--- src/hdl/irq_response_pkg.sv ---
// Constants for the processor interrupt response unit
// Function
// - Non-maskable input acts on falling edge, unmaskable
// - Non-maskable entry: DMA stop, push, save, disable
// - Non-maskable entry jumps to 0066H
// - Nonmaskable return restores saved enable flag
// - Latched edge taken at sample, ack after cycle
// - Input 0 sampled low at sample point
// - Input 0 masked by global or own enable
// - Input 0 below non-maskable, above others
// - Mode set by instruction; reset mode 0
// - Mode 0 captures instruction at T3, no push
// - Undefined mode 0 instruction raises trap
// - Mode 1 pushes, clears both flags, jumps 0038H
// - Mode 2 table on vector page boundary
// - Mode 2 byte at T3, push, table jump
// - Vector fetch drives both strobes, two waits
// - Vector page register resets to zero
// - Other sources build vector from low register
// - Fixed source codes and priority order
// - Inputs 1, 2 masked globally and individually
// - Reset clears global flag, input 1/2 enables
// - Peripheral requests vectored, gated by enables
// - Disable clears, enable sets global flag
// - Inputs 1, 2 sampled low at sample point
package irq_response_pkg;
   localparam logic [15:0] NMI_RESTART_ADDR   = 16'h0066;
   localparam logic [15:0] MODE1_RESTART_ADDR = 16'h0038;
   localparam logic [1:0]  IRQ_MODE0          = 2'h0;
   localparam logic [1:0]  IRQ_MODE1          = 2'h1;
   localparam logic [1:0]  IRQ_MODE2          = 2'h2;
   localparam logic [1:0]  RST_IRQ_MODE       = IRQ_MODE0;
   localparam logic [2:0]  RST_EXT_ENABLE     = 3'h1;
   localparam logic [7:0]  RST_VECTOR_PAGE    = 8'h00;
   localparam logic [2:0]  RST_VECTOR_LOW     = 3'h0;
   localparam logic [1:0]  AUTO_WAIT_STATES   = 2'h2;
   localparam int          VEC_TABLE_ENTRIES  = 128;
   localparam int          NUM_PERIPH         = 7;
   localparam int          NUM_VEC_SRC        = 9;
   localparam int          EXT0_EN_BIT        = 0;
   localparam int          EXT1_EN_BIT        = 1;
   localparam int          EXT2_EN_BIT        = 2;
   localparam int          PIN_NMI            = 0;
   localparam int          PIN_REQ0           = 1;
   localparam int          PIN_REQ1           = 2;
   localparam int          PIN_REQ2           = 3;

   typedef enum logic [2:0] {
      KIND_NMI,
      KIND_M0,
      KIND_M1,
      KIND_M2,
      KIND_VEC
   } src_kind_t;

   typedef enum logic [1:0] {
      ST_IDLE,
      ST_PEND,
      ST_FETCH,
      ST_M0_EXEC
   } resp_state_t;
endpackage

--- src/hdl/irq_response_unit.sv ---
// Interrupt acceptance and vectoring unit
`timescale 1ns/1ps
`default_nettype none
module irq_response_unit (
   // Clock and reset
   input  wire logic        CLK_SYS_IN,
   input  wire logic        RST_B_IN,
   // Interrupt pins, active low, asynchronous
   input  wire logic        NONMASKABLE_REQ_N_IN,
   input  wire logic        MASKABLE_REQUEST0_N_IN,
   input  wire logic        MASKABLE_REQUEST1_N_IN,
   input  wire logic        MASKABLE_REQUEST2_N_IN,
   // On-chip peripheral requests and their enables
   input  wire logic [6:0]  PERIPH_REQ_IN,
   input  wire logic [6:0]  PERIPH_EN_IN,
   // Core timing strobes
   input  wire logic        SAMPLE_POINT_IN,
   input  wire logic        MCYCLE_END_IN,
   input  wire logic        T3_RISE_IN,
   input  wire logic [7:0]  DATA_BUS_IN,
   input  wire logic        UNDEF_OPCODE_IN,
   // Instruction strobes from the decoder
   input  wire logic        IRQ_ENABLE_INSTR_IN,
   input  wire logic        IRQ_DISABLE_INSTR_IN,
   input  wire logic        RETURN_FROM_NONMASKABLE_IN,
   input  wire logic        SET_IRQ_MODE_INSTR_IN,
   input  wire logic [1:0]  IRQ_MODE_SEL_IN,
   // Register writes
   input  wire logic        TRAP_CONTROL_WR_IN,
   input  wire logic [2:0]  EXT_IRQ_ENABLE_IN,
   input  wire logic        VECTOR_PAGE_WR_IN,
   input  wire logic [7:0]  VECTOR_PAGE_IN,
   input  wire logic        VECTOR_LOW_WR_IN,
   input  wire logic [2:0]  VECTOR_LOW_IN,
   // Entry request to the core
   output logic             ENTRY_PULSE_OUT,
   output logic             PUSH_PC_OUT,
   output logic             USE_TABLE_OUT,
   output logic [15:0]      TARGET_ADDR_OUT,
   output logic             DMA_ENABLE_CLEAR_OUT,
   output logic             INSTR_VALID_OUT,
   output logic [7:0]       INSTR_OUT,
   output logic             TRAP_OUT,
   // Acknowledge bus strobes
   output logic             OPCODE_FETCH_STROBE_N_OUT,
   output logic             IO_REQUEST_STROBE_N_OUT,
   output logic             AUTO_WAIT_STATE_OUT,
   output logic             ACK_BUSY_OUT,
   // Status
   output logic             GLOBAL_IRQ_ENABLE_OUT,
   output logic             SAVED_IRQ_ENABLE_OUT,
   output logic [1:0]       IRQ_MODE_OUT,
   output logic [2:0]       EXT_IRQ_ENABLE_OUT,
   output logic [7:0]       VECTOR_PAGE_OUT,
   output logic [2:0]       VECTOR_LOW_OUT
);

   ////////////////////////////////////////////////////////////////////////////
   // Pin synchronisers and edge detection

   logic [3:0]  sync1_r;
   logic [3:0]  sync2_r;
   logic        nmi_prev_r;
   logic        nmi_fall;

   always_ff @(posedge CLK_SYS_IN or negedge RST_B_IN) begin
      if (!RST_B_IN) begin
         sync1_r    <= 4'hf;
         sync2_r    <= 4'hf;
         nmi_prev_r <= 1'b1;
      end else begin
         sync1_r    <= {MASKABLE_REQUEST2_N_IN, MASKABLE_REQUEST1_N_IN,
                        MASKABLE_REQUEST0_N_IN, NONMASKABLE_REQ_N_IN};
         sync2_r    <= sync1_r;
         nmi_prev_r <= sync2_r[irq_response_pkg::PIN_NMI];
      end
   end

   assign nmi_fall = nmi_prev_r & ~sync2_r[irq_response_pkg::PIN_NMI];

   ////////////////////////////////////////////////////////////////////////////
   // Request gating and priority

   logic        global_irq_enable_r;
   logic        saved_irq_enable_r;
   logic [1:0]  mode_r;
   logic [2:0]  ite_r;
   logic [7:0]  vpage_r;
   logic [2:0]  vlow_r;
   logic        nmi_pend_r;
   logic        maskable_request0_n_req;
   logic [8:0]  vreq;
   logic        vhit;
   logic [3:0]  vsel;

   assign maskable_request0_n_req = ~sync2_r[irq_response_pkg::PIN_REQ0] & global_irq_enable_r
                     & ite_r[irq_response_pkg::EXT0_EN_BIT];
   assign vreq[0]  = ~sync2_r[irq_response_pkg::PIN_REQ1] & global_irq_enable_r
                     & ite_r[irq_response_pkg::EXT1_EN_BIT];
   assign vreq[1]  = ~sync2_r[irq_response_pkg::PIN_REQ2] & global_irq_enable_r
                     & ite_r[irq_response_pkg::EXT2_EN_BIT];

   genvar g;
   generate
      for (g = 0; g < irq_response_pkg::NUM_PERIPH; g++) begin : g_periph
         assign vreq[g+2] = PERIPH_REQ_IN[g] & PERIPH_EN_IN[g] & global_irq_enable_r;
      end
   endgenerate

   assign vhit = |vreq;

   // Lowest index wins
   always_comb begin
      vsel = 4'h0;
      for (int i = irq_response_pkg::NUM_VEC_SRC - 1; i >= 0; i--) begin
         if (vreq[i]) begin
            vsel = 4'(i);
         end
      end
   end

   ////////////////////////////////////////////////////////////////////////////
   // Acknowledge sequencer

   irq_response_pkg::resp_state_t  state_r, state_nxt;
   irq_response_pkg::src_kind_t    kind_r, kind_nxt;
   logic [3:0]   vidx_r, vidx_nxt;
   logic [1:0]   wait_r, wait_nxt;
   logic [7:0]   instr_r, instr_nxt;
   logic         entry_r, entry_nxt;
   logic         push_r, push_nxt;
   logic         table_r, table_nxt;
   logic [15:0]  addr_r, addr_nxt;
   logic         dmaclr_r, dmaclr_nxt;
   logic         ivalid_r, ivalid_nxt;
   logic         trap_r, trap_nxt;
   logic         nmi_taken;
   logic         nmi_enter;
   logic         mask_enter;

   always_comb begin
      state_nxt  = state_r;
      kind_nxt   = kind_r;
      vidx_nxt   = vidx_r;
      wait_nxt   = wait_r;
      instr_nxt  = instr_r;
      entry_nxt  = 1'b0;
      push_nxt   = 1'b0;
      table_nxt  = table_r;
      addr_nxt   = addr_r;
      dmaclr_nxt = 1'b0;
      ivalid_nxt = 1'b0;
      trap_nxt   = 1'b0;
      nmi_taken  = 1'b0;
      nmi_enter  = 1'b0;
      mask_enter = 1'b0;
      unique case (state_r)
         irq_response_pkg::ST_IDLE: begin
            if (SAMPLE_POINT_IN) begin
               if (nmi_pend_r) begin
                  kind_nxt  = irq_response_pkg::KIND_NMI;
                  nmi_taken = 1'b1;
                  state_nxt = irq_response_pkg::ST_PEND;
               end else if (maskable_request0_n_req) begin
                  if (mode_r == irq_response_pkg::IRQ_MODE1) begin
                     kind_nxt = irq_response_pkg::KIND_M1;
                  end else if (mode_r == irq_response_pkg::IRQ_MODE2) begin
                     kind_nxt = irq_response_pkg::KIND_M2;
                  end else begin
                     kind_nxt = irq_response_pkg::KIND_M0;
                  end
                  state_nxt = irq_response_pkg::ST_PEND;
               end else if (vhit) begin
                  kind_nxt  = irq_response_pkg::KIND_VEC;
                  vidx_nxt  = vsel;
                  state_nxt = irq_response_pkg::ST_PEND;
               end
            end
         end
         irq_response_pkg::ST_PEND: begin
            if (MCYCLE_END_IN) begin
               unique case (kind_r)
                  irq_response_pkg::KIND_NMI: begin
                     entry_nxt  = 1'b1;
                     push_nxt   = 1'b1;
                     dmaclr_nxt = 1'b1;
                     nmi_enter  = 1'b1;
                     table_nxt  = 1'b0;
                     addr_nxt   = irq_response_pkg::NMI_RESTART_ADDR;
                     state_nxt  = irq_response_pkg::ST_IDLE;
                  end
                  irq_response_pkg::KIND_M1: begin
                     entry_nxt  = 1'b1;
                     push_nxt   = 1'b1;
                     mask_enter = 1'b1;
                     table_nxt  = 1'b0;
                     addr_nxt   = irq_response_pkg::MODE1_RESTART_ADDR;
                     state_nxt  = irq_response_pkg::ST_IDLE;
                  end
                  irq_response_pkg::KIND_VEC: begin
                     entry_nxt  = 1'b1;
                     push_nxt   = 1'b1;
                     mask_enter = 1'b1;
                     table_nxt  = 1'b1;
                     addr_nxt   = {vpage_r, vlow_r, vidx_r, 1'b0};
                     state_nxt  = irq_response_pkg::ST_IDLE;
                  end
                  default: begin
                     mask_enter = 1'b1;
                     wait_nxt   = (kind_r == irq_response_pkg::KIND_M2) ?
                                  irq_response_pkg::AUTO_WAIT_STATES : 2'h0;
                     state_nxt  = irq_response_pkg::ST_FETCH;
                  end
               endcase
            end
         end
         irq_response_pkg::ST_FETCH: begin
            if (T3_RISE_IN) begin
               if (wait_r != 2'h0) begin
                  wait_nxt = wait_r - 2'h1;
               end else if (kind_r == irq_response_pkg::KIND_M2) begin
                  entry_nxt = 1'b1;
                  push_nxt  = 1'b1;
                  table_nxt = 1'b1;
                  addr_nxt  = {vpage_r, DATA_BUS_IN};
                  state_nxt = irq_response_pkg::ST_IDLE;
               end else begin
                  instr_nxt  = DATA_BUS_IN;
                  ivalid_nxt = 1'b1;
                  state_nxt  = irq_response_pkg::ST_M0_EXEC;
               end
            end
         end
         irq_response_pkg::ST_M0_EXEC: begin
            trap_nxt  = UNDEF_OPCODE_IN;
            state_nxt = irq_response_pkg::ST_IDLE;
         end
      endcase
   end

   always_ff @(posedge CLK_SYS_IN or negedge RST_B_IN) begin
      if (!RST_B_IN) begin
         state_r  <= irq_response_pkg::ST_IDLE;
         kind_r   <= irq_response_pkg::KIND_NMI;
         vidx_r   <= 4'h0;
         wait_r   <= 2'h0;
         instr_r  <= 8'h00;
         entry_r  <= 1'b0;
         push_r   <= 1'b0;
         table_r  <= 1'b0;
         addr_r   <= 16'h0000;
         dmaclr_r <= 1'b0;
         ivalid_r <= 1'b0;
         trap_r   <= 1'b0;
      end else begin
         state_r  <= state_nxt;
         kind_r   <= kind_nxt;
         vidx_r   <= vidx_nxt;
         wait_r   <= wait_nxt;
         instr_r  <= instr_nxt;
         entry_r  <= entry_nxt;
         push_r   <= push_nxt;
         table_r  <= table_nxt;
         addr_r   <= addr_nxt;
         dmaclr_r <= dmaclr_nxt;
         ivalid_r <= ivalid_nxt;
         trap_r   <= trap_nxt;
      end
   end

   ////////////////////////////////////////////////////////////////////////////
   // Enable flags, mode and vector registers

   logic        global_irq_enable_nxt;
   logic        saved_irq_enable_nxt;
   logic [1:0]  mode_nxt;
   logic [2:0]  ite_nxt;
   logic [7:0]  vpage_nxt;
   logic [2:0]  vlow_nxt;
   logic        nmi_pend_nxt;

   always_comb begin
      global_irq_enable_nxt  = global_irq_enable_r;
      saved_irq_enable_nxt  = saved_irq_enable_r;
      mode_nxt  = mode_r;
      ite_nxt   = ite_r;
      vpage_nxt = vpage_r;
      vlow_nxt  = vlow_r;
      nmi_pend_nxt = nmi_fall | (nmi_pend_r & ~nmi_taken);
      if (nmi_enter) begin
         saved_irq_enable_nxt = global_irq_enable_r;
         global_irq_enable_nxt = 1'b0;
      end else if (mask_enter) begin
         global_irq_enable_nxt = 1'b0;
         saved_irq_enable_nxt = 1'b0;
      end else if (RETURN_FROM_NONMASKABLE_IN) begin
         global_irq_enable_nxt = saved_irq_enable_r;
      end else if (IRQ_ENABLE_INSTR_IN) begin
         global_irq_enable_nxt = 1'b1;
         saved_irq_enable_nxt = 1'b1;
      end else if (IRQ_DISABLE_INSTR_IN) begin
         global_irq_enable_nxt = 1'b0;
         saved_irq_enable_nxt = 1'b0;
      end
      if (SET_IRQ_MODE_INSTR_IN && IRQ_MODE_SEL_IN != 2'h3) begin
         mode_nxt = IRQ_MODE_SEL_IN;
      end
      if (TRAP_CONTROL_WR_IN) begin
         ite_nxt = EXT_IRQ_ENABLE_IN;
      end
      if (VECTOR_PAGE_WR_IN) begin
         vpage_nxt = VECTOR_PAGE_IN;
      end
      if (VECTOR_LOW_WR_IN) begin
         vlow_nxt = VECTOR_LOW_IN;
      end
   end

   always_ff @(posedge CLK_SYS_IN or negedge RST_B_IN) begin
      if (!RST_B_IN) begin
         global_irq_enable_r     <= 1'b0;
         saved_irq_enable_r     <= 1'b0;
         mode_r     <= irq_response_pkg::RST_IRQ_MODE;
         ite_r      <= irq_response_pkg::RST_EXT_ENABLE;
         vpage_r    <= irq_response_pkg::RST_VECTOR_PAGE;
         vlow_r     <= irq_response_pkg::RST_VECTOR_LOW;
         nmi_pend_r <= 1'b0;
      end else begin
         global_irq_enable_r     <= global_irq_enable_nxt;
         saved_irq_enable_r     <= saved_irq_enable_nxt;
         mode_r     <= mode_nxt;
         ite_r      <= ite_nxt;
         vpage_r    <= vpage_nxt;
         vlow_r     <= vlow_nxt;
         nmi_pend_r <= nmi_pend_nxt;
      end
   end

   ////////////////////////////////////////////////////////////////////////////
   // Outputs

   assign ENTRY_PULSE_OUT           = entry_r;
   assign PUSH_PC_OUT               = push_r;
   assign USE_TABLE_OUT             = table_r;
   assign TARGET_ADDR_OUT           = addr_r;
   assign DMA_ENABLE_CLEAR_OUT      = dmaclr_r;
   assign INSTR_VALID_OUT           = ivalid_r;
   assign INSTR_OUT                 = instr_r;
   assign TRAP_OUT                  = trap_r;
   assign OPCODE_FETCH_STROBE_N_OUT = (state_r != irq_response_pkg::ST_FETCH);
   assign IO_REQUEST_STROBE_N_OUT   = (state_r != irq_response_pkg::ST_FETCH);
   assign AUTO_WAIT_STATE_OUT       = (state_r == irq_response_pkg::ST_FETCH) && (wait_r != 2'h0);
   assign ACK_BUSY_OUT              = (state_r != irq_response_pkg::ST_IDLE);
   assign GLOBAL_IRQ_ENABLE_OUT     = global_irq_enable_r;
   assign SAVED_IRQ_ENABLE_OUT      = saved_irq_enable_r;
   assign IRQ_MODE_OUT              = mode_r;
   assign EXT_IRQ_ENABLE_OUT        = ite_r;
   assign VECTOR_PAGE_OUT           = vpage_r;
   assign VECTOR_LOW_OUT            = vlow_r;
endmodule
`default_nettype wire

--- config.mk ---
export PLATFORM = sky130hd
export DESIGN_NAME = irq_response_unit
export DESIGN_NICKNAME = d
export VERILOG_FILES = /design/src/hdl/irq_response_pkg.sv /design/src/hdl/irq_response_unit.sv
export SDC_FILE = /design/constraint.sdc
export NUM_CORES = 1
export LEC_CHECK = 0
export ABC_AREA = 1
export BUFFER_PORTS_ARGS = -buffer_cell sky130_fd_sc_hd__buf_2
export CAP_MARGIN = 20
export CORE_MARGIN = 4
export CORE_UTILIZATION = 50
export CTS_CLUSTER_SIZE = 20
export DETAILED_ROUTE_END_ITERATION = 10
export GPL_TIMING_DRIVEN = 0
export HOLD_SLACK_MARGIN = 0.15
export PLACE_DENSITY = 0.79
export SLEW_MARGIN = 40
export SYNTH_ARGS = -nofsm -noshare
export SYNTH_HDL_FRONTEND = slang
export SYNTH_SLANG_ARGS = --single-unit
--- constraint.sdc ---
create_clock -name CLK_SYS_IN -period 2 [get_ports CLK_SYS_IN]
set_clock_uncertainty 0.15 [all_clocks]
set_input_delay 0.1 -clock CLK_SYS_IN [delete_from_list [all_inputs] [get_ports CLK_SYS_IN]]
set_output_delay 0.1 -clock CLK_SYS_IN [all_outputs]
set_load 0.02 [all_outputs]
==> flow_summary_export.csv <==
group,metric,value,unit
status,status,"finished clean",
power,power_density,1030,nW/um^2
logic_synthesis,yosysUniqueCellTypes,30,
routing,drt-total-wl,8880,um
routing,via_per_inst,5.01,
worst_setup_path,cp.required,2.09,ns
routing,ant_nets,0,
floorplanning,die_h,86.3,um
clock_tree,clk_latency,0.34,ns
cells_and_area,regArea,1720,um^2
timing,maxSlewHeadroom,68.7,%
worst_setup_path,crit_start,"GLOBAL_IRQ_ENABLE_OUT",
run,maxCapViolCount,0,
worst_setup_path,cp.arrival,2.06,ns
timing,hold_viol_final,0,
logic_synthesis,synth_nets,400,
worst_setup_path,timing.rr.start,"GLOBAL_IRQ_ENABLE_OUT",
routing,initialDrtViolationCount,218,
global_route,antenna_found_initial,0,
placed_design,numPortBuffers,105,
timing,finalMaxSlewViolations,0,
placed_design,place_ws,-0.00463,ns
cells_and_area,multiInputGateArea,1150,um^2
clock_tree,root_buffer,"clkbuf_8",
timing,period_share,98.3,%
logic_synthesis,yosysWarningCount,0,
worst_setup_path,cp-end-kind,"register",
cells_and_area,fin_nets,587,
cells_and_area,drive_above_1_share,32.8,%
floorplanning,io_pins,107,
timing,setup_viol_count_final,0,
cells_and_area,synthToLayoutAreaGrowth,50.6,%
routing,num_vias,3038,
timing,clock.fmax,509,MHz
worst_setup_path,setup.worst_path.start_class,"register",
floorplanning,rows,28,
min_path,hp-class,"primary input to register",
logic_synthesis,syn-cell-area,3060,um^2
clock_tree,cts.path.max_buffers,2,
routing,drc_errors,0,
worst_setup_path,rr_worst_depth,7,
timing,tns,0,ns
placed_design,globalplace.congestion,0.837,
timing,holdWs,0.138,ns
routing,wl_per_cell,14.7,um
floorplanning,fp.dieArea,7450,um^2
placed_design,placed_cells,520,
logic_synthesis,avgSynthCellArea,9.04,um^2
clock_tree,cts_tree,"built",
clock_tree,cts_num_sinks,68,
global_route,grt_use_total,24.0,%
floorplanning,initial_utilization,51.8,%
timing,worst_pin_slew,0.470,ns
min_path,worstHoldStart,"PERIPH_REQ_IN[6]",
floorplanning,die_w,86.3,um
clock_tree,htreeDepth,3,
global_route,first_global_vias,3120,
worst_setup_path,cp_cell_sequence,"buf_4 -> nand3_1 -> nand2_2 -> nor2_4 -> dlygate4sd3_1 -> nand2_1 -> a22oi_1",
worst_setup_path,slowest_stage,"dlygate4sd3_1",
cells_and_area,finalNonFillerCells,606,
min_path,min_path_cells,6,
cells_and_area,fillers,397,
clock_tree,clkTransAtPathRegs,0.07,ns
logic_synthesis,ys_seq_area_share,55.9,%
global_route,grt_max_degree,27,
logic_synthesis,syn_inst,339,
routing,dr.pass1.iters,4,
power,vdd_drop_max,567,uV
worst_setup_path,crit_type,"register to register",
timing,period_needed,1.97,ns
worst_setup_path,crit_path_max_incr_delay,0.57,ns
placed_design,hpwl,5520,um
logic_synthesis,ys_ff_latch,68,
floorplanning,design.core.area,5920,um^2
cells_and_area,diodes,0,
timing,worst_slack,0.0343,ns
power,leakagePower,2.46,nW
cells_and_area,fin_util,77.9,%
clock_tree,cts_inserted_buffers,9,
global_route,grt_pass1_wl,13900,um
worst_setup_path,crit_fanout,4,
global_route,grt-ovfl-total,0,
[Yosys cell counts]
master	instances	area (um^2)
nand2_1	104	390
dfrtp_1	58	1450
inv_1	39	146
o21ai_0	25	125
nand3_1	22	110
nor2_1	22	82.6
mux2_2	13	146
dfstp_2	10	263
ha_1	6	75.1
nor2_2	5	31.3
o21ai_1	5	25.0
inv_2	4	15.0
buf_6	3	33.8
clkbuf_1	3	11.3
nor3_1	3	15.0
buf_4	2	15.0
o211ai_1	2	15.0
a21oi_1	1	5.00
a22oi_1	1	7.51
a31o_2	1	8.76
a31oi_1	1	6.26
nand2_2	1	6.26
nand3_2	1	10.0
nand4_1	1	6.26
nor2_4	1	11.3
nor3_2	1	10.0
nor3b_1	1	7.51
o22ai_1	1	6.26
o22ai_4	1	20.0
o31ai_1	1	7.51
[cell type report]
class                   count  share of cell area, %
plain buffers               8                   1.36
clock buffers              14                   3.53
clock inverters             2                  0.217
inverters                  43                   3.55
multi-input cells         220                   25.0
flip-flops and latches     68                   37.2
well taps                  75                   2.03
repair buffers            176                   27.1
[worst max-delay path: cells and delay by family, from the launching register on]
kind	cells	cell delay (ns)
compound gates	1	0.19
flops	1	0.42
simple gates	4	0.39
buf+inv	2	0.72
[worst paths after layout]
| check | end | slack, ns |
|---|---|---|
| min | kind_r[1] | 0.14 |
| min reg2reg | sync2_r[1] | 0.21 |
| max | vidx_r[3] | 0.03 |
| min in group asynchronous | EXT_IRQ_ENABLE_OUT[0] | 0.22 |
| max in group asynchronous | EXT_IRQ_ENABLE_OUT[2] | 0.60 |
| max reg2reg | vidx_r[3] | 0.03 |
[state kept, by name (all words and copies together) (netlist names), 2 cells and up]
name and cells:
TARGET_ADDR_OUT 16, VECTOR_PAGE_OUT 8, IRQ_MODE_OUT 2, state_r 2, INSTR_OUT 8, wait_r 2
sync1_r 4, sync2_r 4, kind_r 3, EXT_IRQ_ENABLE_OUT 3, VECTOR_LOW_OUT 3, vidx_r 4
[layer usage]
| layer | routed length, um | global-route usage [%] |
|---|---|---|
| met5 | 0 | 0 |
| met4 | 283 | 13.3 |
| met3 | 417 | 3.71 |
| met2 | 4800 | 43.0 |
| met1 | 3380 | 27.3 |
[cell usage in the layout (no fill, tap or decap), types with 2 or more instances in the layout]
cell type / synthesis / final
mux2_2: 13 / 13
dlygate4sd3_1: 0 / 64
inv_2: 4 / 3
o211ai_1: 2 / 2
ha_2: 0 / 2
clkbuf_2: 0 / 2
nor2_4: 1 / 2
o21ai_0: 25 / 24
nor3_1: 3 / 3
nand2_1: 104 / 103
inv_1: 39 / 39
nor2_1: 22 / 22
clkbuf_8: 0 / 11
nand3_1: 22 / 21
o21ai_1: 5 / 6
nand2_2: 1 / 2
dfstp_2: 10 / 10
ha_1: 6 / 4
clkinv_2: 0 / 2
buf_4: 2 / 7
buf_6: 3 / 3
buf_2: 0 / 104
dfrtp_1: 58 / 57
clkbuf_1: 3 / 4
buf_12: 0 / 2
nor2_2: 5 / 4
[kinds of logic (layout without fill, tap and decap cells)]
logic type,after synthesis,count (layout),share of synthesized area [%]
and+or+nand+nor,162,162,22.2
adders and majority gates,6,6,2.45
buffers and inverters,51,243,7.23
DFF,68,68,55.9
muxes,13,13,4.78
AOI/OAI and AO/OA,39,39,7.39
[report_power, final]
part           internal (mW)  total [mW]  switching (mW)
clock network          0.516        1.00           0.487
logic                  0.737        1.89            1.15
registers               1.68        1.86           0.181
total                   2.93        4.75            1.82
[metrics by stage]
step | area (um^2) | power (mW)
floorplan | 3060 | 2.97
global placement | 3680 | 3.46
detailed placement | 3710 | 3.52
CTS | 4560 | 4.67
global route | 4610 | 5.05
finish | 4610 | 4.75
[repair_timing]
action / 4_1_cts / 5_1_grt
endpoints found under the setup margin: 2 / 37
pin swaps: 0 / 4
gates resized for setup: 1 / 13
buffers inserted: 0 / 4
hold endpoints to repair: 120 / 1
hold buffers: 67 / 1
Power figures use the tool's default switching activity.
